[src/design/ioc_pkg.sv]
// Constants, field layouts and carrier types of the I/O signal conditioning block
package ioc_pkg;
	// Clock and timing
	localparam int CLK_MHZ = 200;
	localparam int DEAD_TICK_MS = 1;
	localparam int ONE_SHOT_US = 250;
	localparam int MS_CYCLES = DEAD_TICK_MS * 1000 * CLK_MHZ;
	localparam int ONE_SHOT_CYCLES = ONE_SHOT_US * CLK_MHZ;
	localparam int MS_DIV_W = 18;
	localparam int PULSE_W = 16;

	// Channel counts and widths
	localparam int N_WIRED = 8;
	localparam int N_VIRT = 4;
	localparam int N_CHAN = N_WIRED + N_VIRT;
	localparam int N_USER = 2;
	localparam int SIG_W = 6;
	localparam int N_SIG = 64;
	localparam int FUNC_W = 5;
	localparam int N_FUNC = 32;
	localparam int DEAD_W = 8;
	localparam logic [DEAD_W-1:0] DEAD_MAX_MS = 8'hFA;

	// Register byte offsets
	localparam logic [7:0] REG_WIRED_FUNC_LO = 8'h00;
	localparam logic [7:0] REG_WIRED_FUNC_HI = 8'h04;
	localparam logic [7:0] REG_WIRED_COMP_LO = 8'h08;
	localparam logic [7:0] REG_WIRED_COMP_HI = 8'h0C;
	localparam logic [7:0] REG_VIRT_FUNC = 8'h10;
	localparam logic [7:0] REG_VIRT_SRC = 8'h14;
	localparam logic [7:0] REG_WIRED_CFG = 8'h18;
	localparam logic [7:0] REG_VIRT_CFG = 8'h1C;
	localparam logic [7:0] REG_USER_CFG0 = 8'h20;
	localparam logic [7:0] REG_USER_CFG1 = 8'h24;
	localparam logic [7:0] REG_CHAN_STATUS = 8'h28;
	localparam logic [7:0] REG_FUNC_STATUS = 8'h2C;

	// Field positions
	localparam int SEL_STRIDE = 8;
	localparam int CFG_DEAD_LSB = 0;
	localparam int CFG_INV_BIT = 8;
	localparam int CFG_ONESHOT_BIT = 9;
	localparam int UO_SRCA_LSB = 0;
	localparam int UO_INVA_BIT = 6;
	localparam int UO_SRCB_LSB = 8;
	localparam int UO_INVB_BIT = 14;
	localparam int UO_OP_BIT = 16;
	localparam int ST_VIRT_LSB = 8;
	localparam int ST_USER_LSB = 12;

	// Codes and reset values
	localparam logic [FUNC_W-1:0] FUNC_NONE = 5'h00;
	localparam logic [SIG_W-1:0] SIG_CONST_LOW = 6'h00;
	localparam logic OP_AND = 1'b0;
	localparam logic OP_OR = 1'b1;
	localparam logic [FUNC_W-1:0] RST_FUNC = FUNC_NONE;
	localparam logic [SIG_W-1:0] RST_SRC = SIG_CONST_LOW;
	localparam logic [DEAD_W-1:0] RST_DEAD = 8'h00;
	localparam logic RST_INV = 1'b0;
	localparam logic RST_ONESHOT = 1'b0;
	localparam logic RST_OP = OP_AND;
	localparam logic [1:0] RESP_OKAY = 2'h0;
	localparam logic [1:0] RESP_SLVERR = 2'h2;

	// Conditioning settings shared by a group of inputs
	typedef struct packed {
		logic invert;
		logic one_shot;
		logic [DEAD_W-1:0] dead_ms;
	} ioc_chan_cfg_s;

	// Settings of one combined internal output
	typedef struct packed {
		logic [SIG_W-1:0] src_a;
		logic inv_a;
		logic [SIG_W-1:0] src_b;
		logic inv_b;
		logic op_or;
	} ioc_user_cfg_s;

	localparam ioc_chan_cfg_s RST_CHAN_CFG = '{RST_INV, RST_ONESHOT, RST_DEAD};
	localparam ioc_user_cfg_s RST_USER_CFG = '{RST_SRC, RST_INV, RST_SRC, RST_INV, RST_OP};
endpackage

[src/design/ioc_cond.sv]
// One input channel: polarity, ON dead-time and one-shot pulse
`timescale 1ns/10ps
module ioc_cond #(
	parameter int ONE_SHOT_CYCLES = ioc_pkg::ONE_SHOT_CYCLES
) (
	input wire logic clk,
	input wire logic reset_n,
	input wire logic tick_ms,
	input wire logic raw,
	input ioc_pkg::ioc_chan_cfg_s cfg,
	output logic conditioned
);
	typedef enum logic [3:0] {
		IOC_IDLE = 4'h1,
		IOC_QUAL = 4'h2,
		IOC_ON = 4'h4,
		IOC_SPENT = 4'h8
	} ioc_cond_state_e;

	ioc_cond_state_e state;
	ioc_cond_state_e next_state;
	logic [ioc_pkg::DEAD_W-1:0] dead_cnt;
	logic [ioc_pkg::DEAD_W-1:0] next_dead_cnt;
	logic [ioc_pkg::PULSE_W-1:0] pulse_cnt;
	logic [ioc_pkg::PULSE_W-1:0] next_pulse_cnt;
	logic level;

	assign level = raw ^ cfg.invert;

	// Qualification and pulse sequencing
	always_comb begin
		next_state = state;
		next_dead_cnt = dead_cnt;
		next_pulse_cnt = pulse_cnt;
		unique case (state)
			IOC_IDLE: begin
				next_dead_cnt = '0;
				next_pulse_cnt = '0;
				if (level) begin
					next_state = (cfg.dead_ms == '0) ? IOC_ON : IOC_QUAL;
				end
			end
			IOC_QUAL: begin
				if (!level) begin
					next_state = IOC_IDLE;
				end else if (tick_ms) begin
					if (dead_cnt >= cfg.dead_ms) begin
						next_state = IOC_ON;
					end else begin
						next_dead_cnt = ioc_pkg::DEAD_W'(dead_cnt + 1'b1);
					end
				end
			end
			IOC_ON: begin
				if (!level) begin
					next_state = IOC_IDLE;
				end else if (cfg.one_shot) begin
					if (pulse_cnt == ioc_pkg::PULSE_W'(ONE_SHOT_CYCLES - 1)) begin
						next_state = IOC_SPENT;
					end else begin
						next_pulse_cnt = ioc_pkg::PULSE_W'(pulse_cnt + 1'b1);
					end
				end
			end
			IOC_SPENT: begin
				if (!level) begin
					next_state = IOC_IDLE;
				end
			end
		endcase
	end

	// Channel registers
	always_ff @(posedge clk or negedge reset_n) begin
		if (!reset_n) begin
			state <= IOC_IDLE;
			dead_cnt <= '0;
			pulse_cnt <= '0;
		end else begin
			state <= next_state;
			dead_cnt <= next_dead_cnt;
			pulse_cnt <= next_pulse_cnt;
		end
	end

	assign conditioned = (state == IOC_ON);
endmodule

[src/design/ioc_tick.sv]
// Millisecond timebase divider
`timescale 1ns/10ps
module ioc_tick #(
	parameter int MS_CYCLES = ioc_pkg::MS_CYCLES
) (
	input wire logic clk,
	input wire logic reset_n,
	output logic tick_ms
);
	logic [ioc_pkg::MS_DIV_W-1:0] div_cnt;
	logic [ioc_pkg::MS_DIV_W-1:0] next_div_cnt;
	logic next_tick_ms;

	always_comb begin
		next_tick_ms = 1'b0;
		next_div_cnt = ioc_pkg::MS_DIV_W'(div_cnt + 1'b1);
		if (div_cnt == ioc_pkg::MS_DIV_W'(MS_CYCLES - 1)) begin
			next_div_cnt = '0;
			next_tick_ms = 1'b1;
		end
	end

	// Divider registers
	always_ff @(posedge clk or negedge reset_n) begin
		if (!reset_n) begin
			div_cnt <= '0;
			tick_ms <= 1'b0;
		end else begin
			div_cnt <= next_div_cnt;
			tick_ms <= next_tick_ms;
		end
	end
endmodule

[src/design/ioc_top.sv]
// Top of the I/O signal conditioning block with its AXI4-Lite register slave
`timescale 1ns/10ps
module ioc_top #(
	parameter int MS_CYCLES = ioc_pkg::MS_CYCLES,
	parameter int ONE_SHOT_CYCLES = ioc_pkg::ONE_SHOT_CYCLES
) (
	input wire logic clk,
	input wire logic reset_n,
	input wire logic [7:0] s_axi_awaddr,
	input wire logic s_axi_awvalid,
	output logic s_axi_awready,
	input wire logic [31:0] s_axi_wdata,
	input wire logic [3:0] s_axi_wstrb,
	input wire logic s_axi_wvalid,
	output logic s_axi_wready,
	output logic [1:0] s_axi_bresp,
	output logic s_axi_bvalid,
	input wire logic s_axi_bready,
	input wire logic [7:0] s_axi_araddr,
	input wire logic s_axi_arvalid,
	output logic s_axi_arready,
	output logic [31:0] s_axi_rdata,
	output logic [1:0] s_axi_rresp,
	output logic s_axi_rvalid,
	input wire logic s_axi_rready,
	input wire logic [ioc_pkg::N_WIRED-1:0] wired_inputs,
	input wire logic [ioc_pkg::N_SIG-2:0] internal_outputs,
	output logic [ioc_pkg::N_FUNC-1:0] asserted_functions,
	output logic [ioc_pkg::N_USER-1:0] combined_internal_output
);
	localparam int NW = ioc_pkg::N_WIRED;
	localparam int NV = ioc_pkg::N_VIRT;
	localparam int SS = ioc_pkg::SEL_STRIDE;

	// Configuration state
	logic [ioc_pkg::FUNC_W-1:0] wired_func [NW], next_wired_func [NW];
	logic [ioc_pkg::FUNC_W-1:0] wired_comp [NW], next_wired_comp [NW];
	logic [ioc_pkg::FUNC_W-1:0] virt_func [NV], next_virt_func [NV];
	logic [ioc_pkg::SIG_W-1:0] virt_src [NV], next_virt_src [NV];
	ioc_pkg::ioc_chan_cfg_s wired_cfg, next_wired_cfg;
	ioc_pkg::ioc_chan_cfg_s virt_cfg, next_virt_cfg;
	ioc_pkg::ioc_user_cfg_s user_cfg [ioc_pkg::N_USER], next_user_cfg [ioc_pkg::N_USER];

	// Bus state
	logic [7:0] aw_addr, next_aw_addr;
	logic [31:0] w_data, next_w_data;
	logic [3:0] w_strb, next_w_strb;
	logic next_awready, next_wready, next_bvalid, next_arready, next_rvalid;
	logic [31:0] next_rdata;
	logic [1:0] next_bresp, next_rresp;
	logic do_write;
	logic [31:0] old_word;
	logic [31:0] merged;

	// Datapath signals
	logic tick_ms;
	logic [ioc_pkg::N_SIG-1:0] sig_set;
	logic [ioc_pkg::N_CHAN-1:0] chan_raw;
	logic [ioc_pkg::N_CHAN-1:0] chan_on;
	logic [ioc_pkg::N_FUNC-1:0] next_asserted;
	logic [ioc_pkg::N_USER-1:0] next_combined;

	// Word view of every register
	function automatic logic [31:0] reg_word(input logic [7:0] addr);
		logic [31:0] word;
		word = '0;
		case ({addr[7:2], 2'b00})
			ioc_pkg::REG_WIRED_FUNC_LO: for (int k = 0; k < 4; k++) word[SS*k +: 5] = wired_func[k];
			ioc_pkg::REG_WIRED_FUNC_HI: for (int k = 0; k < 4; k++) word[SS*k +: 5] = wired_func[k+4];
			ioc_pkg::REG_WIRED_COMP_LO: for (int k = 0; k < 4; k++) word[SS*k +: 5] = wired_comp[k];
			ioc_pkg::REG_WIRED_COMP_HI: for (int k = 0; k < 4; k++) word[SS*k +: 5] = wired_comp[k+4];
			ioc_pkg::REG_VIRT_FUNC: for (int k = 0; k < NV; k++) word[SS*k +: 5] = virt_func[k];
			ioc_pkg::REG_VIRT_SRC: for (int k = 0; k < NV; k++) word[SS*k +: 6] = virt_src[k];
			ioc_pkg::REG_WIRED_CFG: word = cfg_word(wired_cfg);
			ioc_pkg::REG_VIRT_CFG: word = cfg_word(virt_cfg);
			ioc_pkg::REG_USER_CFG0: word = user_word(user_cfg[0]);
			ioc_pkg::REG_USER_CFG1: word = user_word(user_cfg[1]);
			ioc_pkg::REG_CHAN_STATUS: begin
				word[ioc_pkg::CFG_DEAD_LSB +: NW] = chan_on[NW-1:0];
				word[ioc_pkg::ST_VIRT_LSB +: NV] = chan_on[ioc_pkg::N_CHAN-1:NW];
				word[ioc_pkg::ST_USER_LSB +: ioc_pkg::N_USER] = combined_internal_output;
			end
			ioc_pkg::REG_FUNC_STATUS: word = asserted_functions;
			default: word = '0;
		endcase
		return word;
	endfunction

	function automatic logic [31:0] cfg_word(input ioc_pkg::ioc_chan_cfg_s c);
		logic [31:0] word;
		word = '0;
		word[ioc_pkg::CFG_DEAD_LSB +: ioc_pkg::DEAD_W] = c.dead_ms;
		word[ioc_pkg::CFG_INV_BIT] = c.invert;
		word[ioc_pkg::CFG_ONESHOT_BIT] = c.one_shot;
		return word;
	endfunction

	function automatic logic [31:0] user_word(input ioc_pkg::ioc_user_cfg_s u);
		logic [31:0] word;
		word = '0;
		word[ioc_pkg::UO_SRCA_LSB +: ioc_pkg::SIG_W] = u.src_a;
		word[ioc_pkg::UO_INVA_BIT] = u.inv_a;
		word[ioc_pkg::UO_SRCB_LSB +: ioc_pkg::SIG_W] = u.src_b;
		word[ioc_pkg::UO_INVB_BIT] = u.inv_b;
		word[ioc_pkg::UO_OP_BIT] = u.op_or;
		return word;
	endfunction

	// Dead-time field, clamped to DEAD_MAX_MS (250 ms)
	function automatic ioc_pkg::ioc_chan_cfg_s cfg_from(input logic [31:0] w);
		ioc_pkg::ioc_chan_cfg_s c;
		logic [ioc_pkg::DEAD_W-1:0] d;
		d = w[ioc_pkg::CFG_DEAD_LSB +: ioc_pkg::DEAD_W];
		c.dead_ms = (d > ioc_pkg::DEAD_MAX_MS) ? ioc_pkg::DEAD_MAX_MS : d;
		c.invert = w[ioc_pkg::CFG_INV_BIT];
		c.one_shot = w[ioc_pkg::CFG_ONESHOT_BIT];
		return c;
	endfunction

	function automatic ioc_pkg::ioc_user_cfg_s user_from(input logic [31:0] w);
		ioc_pkg::ioc_user_cfg_s u;
		u.src_a = w[ioc_pkg::UO_SRCA_LSB +: ioc_pkg::SIG_W];
		u.inv_a = w[ioc_pkg::UO_INVA_BIT];
		u.src_b = w[ioc_pkg::UO_SRCB_LSB +: ioc_pkg::SIG_W];
		u.inv_b = w[ioc_pkg::UO_INVB_BIT];
		u.op_or = w[ioc_pkg::UO_OP_BIT];
		return u;
	endfunction

	function automatic logic writable(input logic [7:0] addr);
		logic [7:0] a;
		a = {addr[7:2], 2'b00};
		return (a <= ioc_pkg::REG_USER_CFG1);
	endfunction

	// Write happens once both address and data are held
	assign do_write = !s_axi_awready && !s_axi_wready && !s_axi_bvalid;

	// Current word under the write address; follows every register it reads
	always_comb begin
		old_word = reg_word(aw_addr);
	end

	// Byte-lane merge of write data over the current word
	always_comb begin
		for (int b = 0; b < 4; b++) begin
			merged[8*b +: 8] = w_strb[b] ? w_data[8*b +: 8] : old_word[8*b +: 8];
		end
	end

	// Next values of the AXI channels
	always_comb begin
		next_aw_addr = aw_addr;
		next_w_data = w_data;
		next_w_strb = w_strb;
		next_awready = s_axi_awready;
		next_wready = s_axi_wready;
		next_bvalid = s_axi_bvalid;
		next_bresp = s_axi_bresp;
		next_arready = s_axi_arready;
		next_rvalid = s_axi_rvalid;
		next_rdata = s_axi_rdata;
		next_rresp = s_axi_rresp;
		if (s_axi_awvalid && s_axi_awready) begin
			next_aw_addr = s_axi_awaddr;
			next_awready = 1'b0;
		end
		if (s_axi_wvalid && s_axi_wready) begin
			next_w_data = s_axi_wdata;
			next_w_strb = s_axi_wstrb;
			next_wready = 1'b0;
		end
		if (do_write) begin
			next_bvalid = 1'b1;
			next_bresp = writable(aw_addr) ? ioc_pkg::RESP_OKAY : ioc_pkg::RESP_SLVERR;
		end
		if (s_axi_bvalid && s_axi_bready) begin
			next_bvalid = 1'b0;
			next_awready = 1'b1;
			next_wready = 1'b1;
		end
		if (s_axi_arvalid && s_axi_arready) begin
			next_arready = 1'b0;
			next_rvalid = 1'b1;
			next_rdata = reg_word(s_axi_araddr);
			next_rresp = (s_axi_araddr[7:2] <= ioc_pkg::REG_FUNC_STATUS[7:2]) ?
				ioc_pkg::RESP_OKAY : ioc_pkg::RESP_SLVERR;
		end
		if (s_axi_rvalid && s_axi_rready) begin
			next_rvalid = 1'b0;
			next_arready = 1'b1;
		end
	end

	// Next values of the configuration registers
	always_comb begin
		next_wired_func = wired_func;
		next_wired_comp = wired_comp;
		next_virt_func = virt_func;
		next_virt_src = virt_src;
		next_wired_cfg = wired_cfg;
		next_virt_cfg = virt_cfg;
		next_user_cfg = user_cfg;
		if (do_write) begin
			case ({aw_addr[7:2], 2'b00})
				ioc_pkg::REG_WIRED_FUNC_LO: for (int k = 0; k < 4; k++) next_wired_func[k] = merged[SS*k +: 5];
				ioc_pkg::REG_WIRED_FUNC_HI: for (int k = 0; k < 4; k++) next_wired_func[k+4] = merged[SS*k +: 5];
				ioc_pkg::REG_WIRED_COMP_LO: for (int k = 0; k < 4; k++) next_wired_comp[k] = merged[SS*k +: 5];
				ioc_pkg::REG_WIRED_COMP_HI: for (int k = 0; k < 4; k++) next_wired_comp[k+4] = merged[SS*k +: 5];
				ioc_pkg::REG_VIRT_FUNC: for (int k = 0; k < NV; k++) next_virt_func[k] = merged[SS*k +: 5];
				ioc_pkg::REG_VIRT_SRC: for (int k = 0; k < NV; k++) next_virt_src[k] = merged[SS*k +: 6];
				ioc_pkg::REG_WIRED_CFG: next_wired_cfg = cfg_from(merged);
				ioc_pkg::REG_VIRT_CFG: next_virt_cfg = cfg_from(merged);
				ioc_pkg::REG_USER_CFG0: next_user_cfg[0] = user_from(merged);
				ioc_pkg::REG_USER_CFG1: next_user_cfg[1] = user_from(merged);
				default: next_virt_src = virt_src;
			endcase
		end
	end

	// Register state, reset to documented defaults
	always_ff @(posedge clk or negedge reset_n) begin
		if (!reset_n) begin
			aw_addr <= '0;
			w_data <= '0;
			w_strb <= '0;
			s_axi_awready <= 1'b1;
			s_axi_wready <= 1'b1;
			s_axi_bvalid <= 1'b0;
			s_axi_bresp <= ioc_pkg::RESP_OKAY;
			s_axi_arready <= 1'b1;
			s_axi_rvalid <= 1'b0;
			s_axi_rdata <= '0;
			s_axi_rresp <= ioc_pkg::RESP_OKAY;
			wired_func <= '{default: ioc_pkg::RST_FUNC};
			wired_comp <= '{default: ioc_pkg::RST_FUNC};
			virt_func <= '{default: ioc_pkg::RST_FUNC};
			virt_src <= '{default: ioc_pkg::RST_SRC};
			wired_cfg <= ioc_pkg::RST_CHAN_CFG;
			virt_cfg <= ioc_pkg::RST_CHAN_CFG;
			user_cfg <= '{default: ioc_pkg::RST_USER_CFG};
		end else begin
			aw_addr <= next_aw_addr;
			w_data <= next_w_data;
			w_strb <= next_w_strb;
			s_axi_awready <= next_awready;
			s_axi_wready <= next_wready;
			s_axi_bvalid <= next_bvalid;
			s_axi_bresp <= next_bresp;
			s_axi_arready <= next_arready;
			s_axi_rvalid <= next_rvalid;
			s_axi_rdata <= next_rdata;
			s_axi_rresp <= next_rresp;
			wired_func <= next_wired_func;
			wired_comp <= next_wired_comp;
			virt_func <= next_virt_func;
			virt_src <= next_virt_src;
			wired_cfg <= next_wired_cfg;
			virt_cfg <= next_virt_cfg;
			user_cfg <= next_user_cfg;
		end
	end

	// Code zero of the signal set is the constant-low source
	assign sig_set = {internal_outputs, 1'b0};

	ioc_tick #(
		.MS_CYCLES(MS_CYCLES)
	) u_tick (
		.clk(clk),
		.reset_n(reset_n),
		.tick_ms(tick_ms)
	);

	// One conditioner per wired and loopback input
	generate
		for (genvar i = 0; i < ioc_pkg::N_CHAN; i++) begin : g_chan
			if (i < NW) begin : g_wired
				assign chan_raw[i] = wired_inputs[i];
			end else begin : g_virt
				assign chan_raw[i] = sig_set[virt_src[i-NW]];
			end
			ioc_cond #(
				.ONE_SHOT_CYCLES(ONE_SHOT_CYCLES)
			) u_cond (
				.clk(clk),
				.reset_n(reset_n),
				.tick_ms(tick_ms),
				.raw(chan_raw[i]),
				.cfg((i < NW) ? wired_cfg : virt_cfg),
				.conditioned(chan_on[i])
			);
		end
	endgenerate

	// Function decode from conditioned inputs
	always_comb begin
		next_asserted = '0;
		for (int f = 1; f < ioc_pkg::N_FUNC; f++) begin
			for (int k = 0; k < NW; k++) begin
				if (chan_on[k] && (wired_func[k] == ioc_pkg::FUNC_W'(f) ||
					wired_comp[k] == ioc_pkg::FUNC_W'(f))) begin
					next_asserted[f] = 1'b1;
				end
			end
			for (int k = 0; k < NV; k++) begin
				if (chan_on[NW+k] && virt_func[k] == ioc_pkg::FUNC_W'(f)) begin
					next_asserted[f] = 1'b1;
				end
			end
		end
	end

	always_comb begin
		for (int u = 0; u < ioc_pkg::N_USER; u++) begin
			// select A, invert A, invert B, AND or OR
			if (user_cfg[u].op_or == ioc_pkg::OP_OR) begin
				next_combined[u] = (sig_set[user_cfg[u].src_a] ^ user_cfg[u].inv_a) |
					(sig_set[user_cfg[u].src_b] ^ user_cfg[u].inv_b);
			end else begin
				next_combined[u] = (sig_set[user_cfg[u].src_a] ^ user_cfg[u].inv_a) &
					(sig_set[user_cfg[u].src_b] ^ user_cfg[u].inv_b);
			end
		end
	end

	// Output registers
	always_ff @(posedge clk or negedge reset_n) begin
		if (!reset_n) begin
			asserted_functions <= '0;
			combined_internal_output <= '0;
		end else begin
			asserted_functions <= next_asserted;
			combined_internal_output <= next_combined;
		end
	end
endmodule

[config.mk]
export PLATFORM = sky130hd
export DESIGN_NAME = ioc_top
export DESIGN_NICKNAME = d
export VERILOG_FILES = /design/src/design/ioc_pkg.sv /design/src/design/ioc_cond.sv /design/src/design/ioc_tick.sv /design/src/design/ioc_top.sv
export SDC_FILE = /design/constraint.sdc
export NUM_CORES = 2
export LEC_CHECK = 0
export BUFFER_PORTS_ARGS = -buffer_cell sky130_fd_sc_hd__buf_2
export CAP_MARGIN = 15
export CORE_MARGIN = 2
export CORE_UTILIZATION = 60
export DETAILED_ROUTE_END_ITERATION = 7
export PLACE_DENSITY = 0.8
export SYNTH_ARGS = -nofsm -noshare
export SYNTH_HDL_FRONTEND = slang
export SYNTH_HIERARCHICAL = 1
export SYNTH_SLANG_ARGS = --single-unit
[constraint.sdc]
create_clock -name clk -period 6.81 [get_ports clk]
set_clock_uncertainty 0.05 [all_clocks]
set_input_delay 0.3405 -clock clk [delete_from_list [all_inputs] [get_ports clk]]
set_output_delay 0.3405 -clock clk [all_outputs]
set_load 0.02 [all_outputs]
Yosys cells after proc, flatten, opt, wreduce, memory -nomap -nowiden
Index checks and enable logic that the tools add are counted.
- register bits after elaboration: 645
- word-level logic and storage cells: 2357
- bits of input ports: 130
- equality and inequality tests: 849
- multiplexer cells: 637
- add/subtract/negate cells: 25
- reduce and logical (&&, ||, !) cells: 710
- bitwise gates (word level): 20
- order comparisons: 23
- operators by type and width (operator ; count):
    $eq 5x5->1 const B ; 320
    $eq 5x4->1 const B ; 160
    $mux 16 ; 36
    $eq 5x3->1 const B ; 80
    $mux 1 ; 393
    $mux 4 ; 96
    $pmux 16 s2 ; 12
    $logic_and 1x1->1 ; 379
    $mux 8 ; 38
    $logic_or 1x1->1 ; 248
    $eq 5x2->1 const B ; 40
    $add 16x1->16 const B ; 12
    $eq 16x16->1 const B ; 12
    $pmux 4 s4 ; 12
    $pmux 8 s2 ; 12
    $pmux 5 s12 ; 3
    $ne 2x2->1 const B ; 74
    $ne 3x3->1 const B ; 48
    $eq 5x1->1 const B ; 20
    $add 8x1->8 const B ; 12
    $ge 8x8->1 ; 12
    $reduce_and 4->1 ; 24
    $pmux 5 s9 ; 2
    $reduce_and 6->1 ; 12
    other kinds (38) ; 207

Depth between registers and ports, before layout
- word-level depth: 15
- mapped depth: 11
- depth with buffers taken out: 10

By module
Netlist, hierarchy kept.
- modules (own cells, without submodules) (module ; area each (sq um) ; instances ; seq. area each (sq um) ; cells an instance):
    ioc_top ; 22673.0 ; 1 ; 7085.5 ; 2356
    ioc_cond at g_chan[0].u_cond ... ; 1893.1 ; 11 ; 701.9 ; 208
    ioc_cond at g_chan[5].u_cond ; 1989.4 ; 1 ; 701.9 ; 215
    ioc_tick ; 914.6 ; 1 ; 475.5 ; 86

Worst setup path before layout
OpenSTA, ideal clock, no wires.
- kind: register to register
- from: reg virt_src[6] (netlist name)
- to: reg g_chan[10].u_cond/pulse_cnt[3] (netlist name)
- data required time: 6.683 ns
- clock period less this slack: 3.678 ns
- stages on the path, launching flop included: 10
- data arrival time: 3.551 ns
- buffers on the path: 1
- path slack: 3.132 ns
- cell sequence: dfrtp_1 > clkbuf_1 > mux4_2 > mux4_2 > mux4_2 > xor2_1 > o2bb2ai_2 > nand2_1 > or4_1 > a21oi_1
- cells in the longest elaborated chain, start to end: 5
- RTL lines (element ; RTL line ; source):
    start, declared ; ioc_top.sv:39 ; logic [ioc_pkg::SIG_W-1:0] virt_src [NV], next_virt_src [NV];
    start signal, assigned ; ioc_top.sv:257 ; virt_src <= next_virt_src;
    $bmux 1 s6 ; ioc_top.sv:281 ; assign chan_raw[i] = sig_set[virt_src[i-NW]];
    $mux 1 (not written as such) ; ioc_top.sv:281 ;
    named net chan_raw, one bit ; ioc_top.sv:58 ; logic [ioc_pkg::N_CHAN-1:0] chan_raw;
    $xor 1x1->1 ; ioc_cond.sv:28 ; assign level = raw ^ cfg.invert;
    $ne 2x2->1 (no line) ; - ;
    $reduce_and 4->1 (no line) ; - ;
    end signal, assigned ; ioc_cond.sv:82 ; pulse_cnt <= next_pulse_cnt;
    end, declared ; ioc_cond.sv:24 ; logic [ioc_pkg::PULSE_W-1:0] pulse_cnt;
The timed path passes the listed nets, and every way through them passes these cells. The select of a mux whose other input is x is not followed.
A chain may end at the register's enable or synchronous reset.

Worst setup path after layout
- from: reg virt_src[1] (netlist name)
- to: reg g_chan[11].u_cond/pulse_cnt[5] (netlist name)
- cells in the longest elaborated chain, start to end: 5
- RTL lines (element ; RTL line):
    $bmux 1 s6 ; ioc_top.sv:281
    $mux 1 (not written as such) ; ioc_top.sv:281
    named net chan_raw, one bit ; ioc_top.sv:58
    $xor 1x1->1 ; ioc_cond.sv:28
    $ne 2x2->1 (no line) ; -
    $reduce_and 4->1 (no line) ; -
    end signal, assigned ; ioc_cond.sv:82
    end, declared ; ioc_cond.sv:24
The timed path passes the listed nets, and every way through them passes these cells. The select of a mux whose other input is x is not followed.

==> flow_summary.ini <==
[power_and_ir_drop]
internal-power_w = 0.0107
power.density_nw_per_um2 = 382
switching_share_pct = 44.9
seqPwrFrac_pct = 34.3
p_switching_w = 0.00870
ir_drop_mv = 0.320
p_leak_nw = 20.3
clockPowerShare_pct = 22.5
combPwrFrac_pct = 43.2

[worst_setup_path]
r2r_slack_ps = 2150
arrival_ps = 5170
startpoint_type = flop
end_kind = flop
cp.required_ps = 7310
path_class = reg2reg
cp_max_fo = 20

[detailed_routing]
drt-total-wl_um = 158000
dr_total_vias = 43800
remaining_drc_errors = 4
drtIter0Drc = 6426
via_per_inst = 7.25
firstDrtPassIters = 8
ant_nets = 0
avgRoutedWirePerCell_um = 26.2

[clock_network]
clk_latency_ps = 640
root_buffer = clkbuf_16
ctsHtreeMaxLevel = 3
cts_buffers = 74
cts_max_path_buffers = 3
cts_resized = 0
clock_sinks = 638
cts_tree = yes
path_clk_slew_ps = 60

[floorplan]
dieArea_um2 = 79600
start_util_pct = 60.9
die_w_um = 282
io_pins = 205
rows = 101
core_um2 = 76200
die_y_um = 282

[placed_design]
dp_hpwl_um = 111000
placed_cell_area_um2 = 47500
gp_congestion = 1.14
pre_cts_slack_ps = 1910
port_buffers = 192

[global_route]
grt_first_pass_wirelength_um = 242000
grt_max_degree = 151
antenna_found_initial = 9
grt_pass1_vias = 41300
grt-ovfl-total = 0
grt_usage_pct = 39.2

[synth]
yosys.cell_count.top_type = dfrtp_1
ys_seq_area_share_pct = 34.4
ys_top_cells_by_area = dfrtp_1 (34%), mux4_2 (8.6%), nand2_1 (4.3%)
synth_top_area_cell = dfrtp_1
synth_area_um2 = 46400
synth_top_area_share_pct = 33.6
synth_seq_cells = 638
syn-mean-instance-area_um2 = 9.38
synth-edff-count = 0
synthArstFlopShare_pct = 100
ys.flop_type = dfrtp_1
ys_types = 102
synth_common_cells = dfrtp_1 (623), nand2_1 (529), o22ai_1 (308)
yosys_warnings = 6
syn_inst = 4945

[final_layout]
final_nets = 5193
syn2layout_area_growth_pct = 9.38
stdcell_area_um2 = 50800
utilization_pct = 66.6
layout-drive-gt1-share_pct = 18.4

[run_status]
violations = DRC
status = finished with violations

[sta]
fin_tns_setup_ps = 0
setup_slack_ps = 2150
finalCritPeriodShare_pct = 68.5
rsz0062_at_grt = false
finalSetupViolCount = 0
slew_headroom_pct = 12.6
drv_slew = 0
fmax_mhz = 214
post-route-min-period_ps = 4660
tightest_slew_ps = 1310
hold_violations = 0
hold_slack_ps = 84.3

[job]
cap_violations = 0

[hold_path]
hp-class = in2reg
through the flow:
stage          power (W)  instances
2_1_floorplan     0.0121       4947
3_3_place_gp      0.0142       5844
3_5_place_dp      0.0145       5844
4_1_cts           0.0189       6026
5_1_grt           0.0202       6035
6_report          0.0194       6037
registers in the layout, indices dropped and copies added (netlist names), 10 cells and up:
signal,cells
virt_func,20
w_data,27
u_tick/div_cnt,18
asserted_functions,31
g_chan.u_cond/state,48
wired_cfg,10
user_cfg,30
wired_func,40
virt_src,24
s_axi_rdata,32
virt_cfg,10
wired_comp,40
g_chan.u_cond/dead_cnt,96
g_chan.u_cond/pulse_cnt,192
power by group through the flow:
stage | clock [W] | combinational, W | sequential (W)
floorplan | 0 | 0.00672 | 0.00534
global placement | 0 | 0.00768 | 0.00656
detailed placement | 0 | 0.00789 | 0.00663
CTS | 0.00440 | 0.00798 | 0.00656
global route | 0.00454 | 0.00896 | 0.00674
finish | 0.00436 | 0.00837 | 0.00666
what timing repair did:
| item | 4_1_cts | 5_1_grt |
|---|---|---|
| hold buffers | 46 | 0 |
| buffers inserted | 0 | 0 |
| hold endpoints to repair | 138 | 0 |
placed cells by master (no fill, tap or decap), types with 159 or more instances in the layout:
cell type,count
buf_2,190
inv_1,160
o21ai_0,272
o22ai_1,308
a21oi_1,159
nand3_1,222
nand2_1,527
nor2_1,205
mux4_2,178
dfrtp_1,623
critical path, cell delays in order (launching register included):
cell and delay, ps:
dfrtp_1 1020, mux4_2 420, mux4_2 520, mux4_2 570, xor2_1 720, o2bb2ai_2 300, nand2_1 250, or4_1 540
a21oi_1 160
cell type report:
type / count / area (um2)
multi-input combinational: 3762 / 28100
fill: 5920 / 25400
sequential: 638 / 16000
clock buffer: 98 / 2110
timing repair buffer: 303 / 2060
tap: 1030 / 1290
inverter: 163 / 613
clock inverter: 38 / 548
antenna: 5 / 12.5
routing by layer:
layer | share of wire (%) | track usage (%) | up-vias
met5 | 0.054 | 0.611 | -
met1 | 37 | 50.2 | 21200
met2 | 44 | 58.7 | 2839
met3 | 12 | 11.9 | 693
met4 | 7.0 | 23.1 | 4
li1 | - | - | 19000
cells by family (layout without fill, tap and decap cells):
group	after synthesis	count (layout)	share of synthesized area, %
compound gates	1282	1282	19.3
xor+xnor	105	105	1.98
fa+ha+maj	123	123	3.31
buf+inv	547	602	5.27
flops	638	638	34.4
mux	407	407	13.9
other cells	1	8	0.00808
simple gates	1842	1842	21.8
path summary, 6_finish.rpt:
kind	cells past startpoint	from	endpoint
min reg2reg	1	u_tick/div_cnt[0]	u_tick/div_cnt[0]
min	3	wired_inputs[5]	g_chan[5].u_cond/state[0]
max reg2reg	8	virt_src[1]	g_chan[11].u_cond/pulse_cnt[5]
max	8	virt_src[1]	g_chan[11].u_cond/pulse_cnt[5]
max in group asynchronous	4	reset_n	g_chan[4].u_cond/state[1]
min in group asynchronous	2	reset_n	g_chan[9].u_cond/pulse_cnt[9]
(Power assumes the default switching activity.)
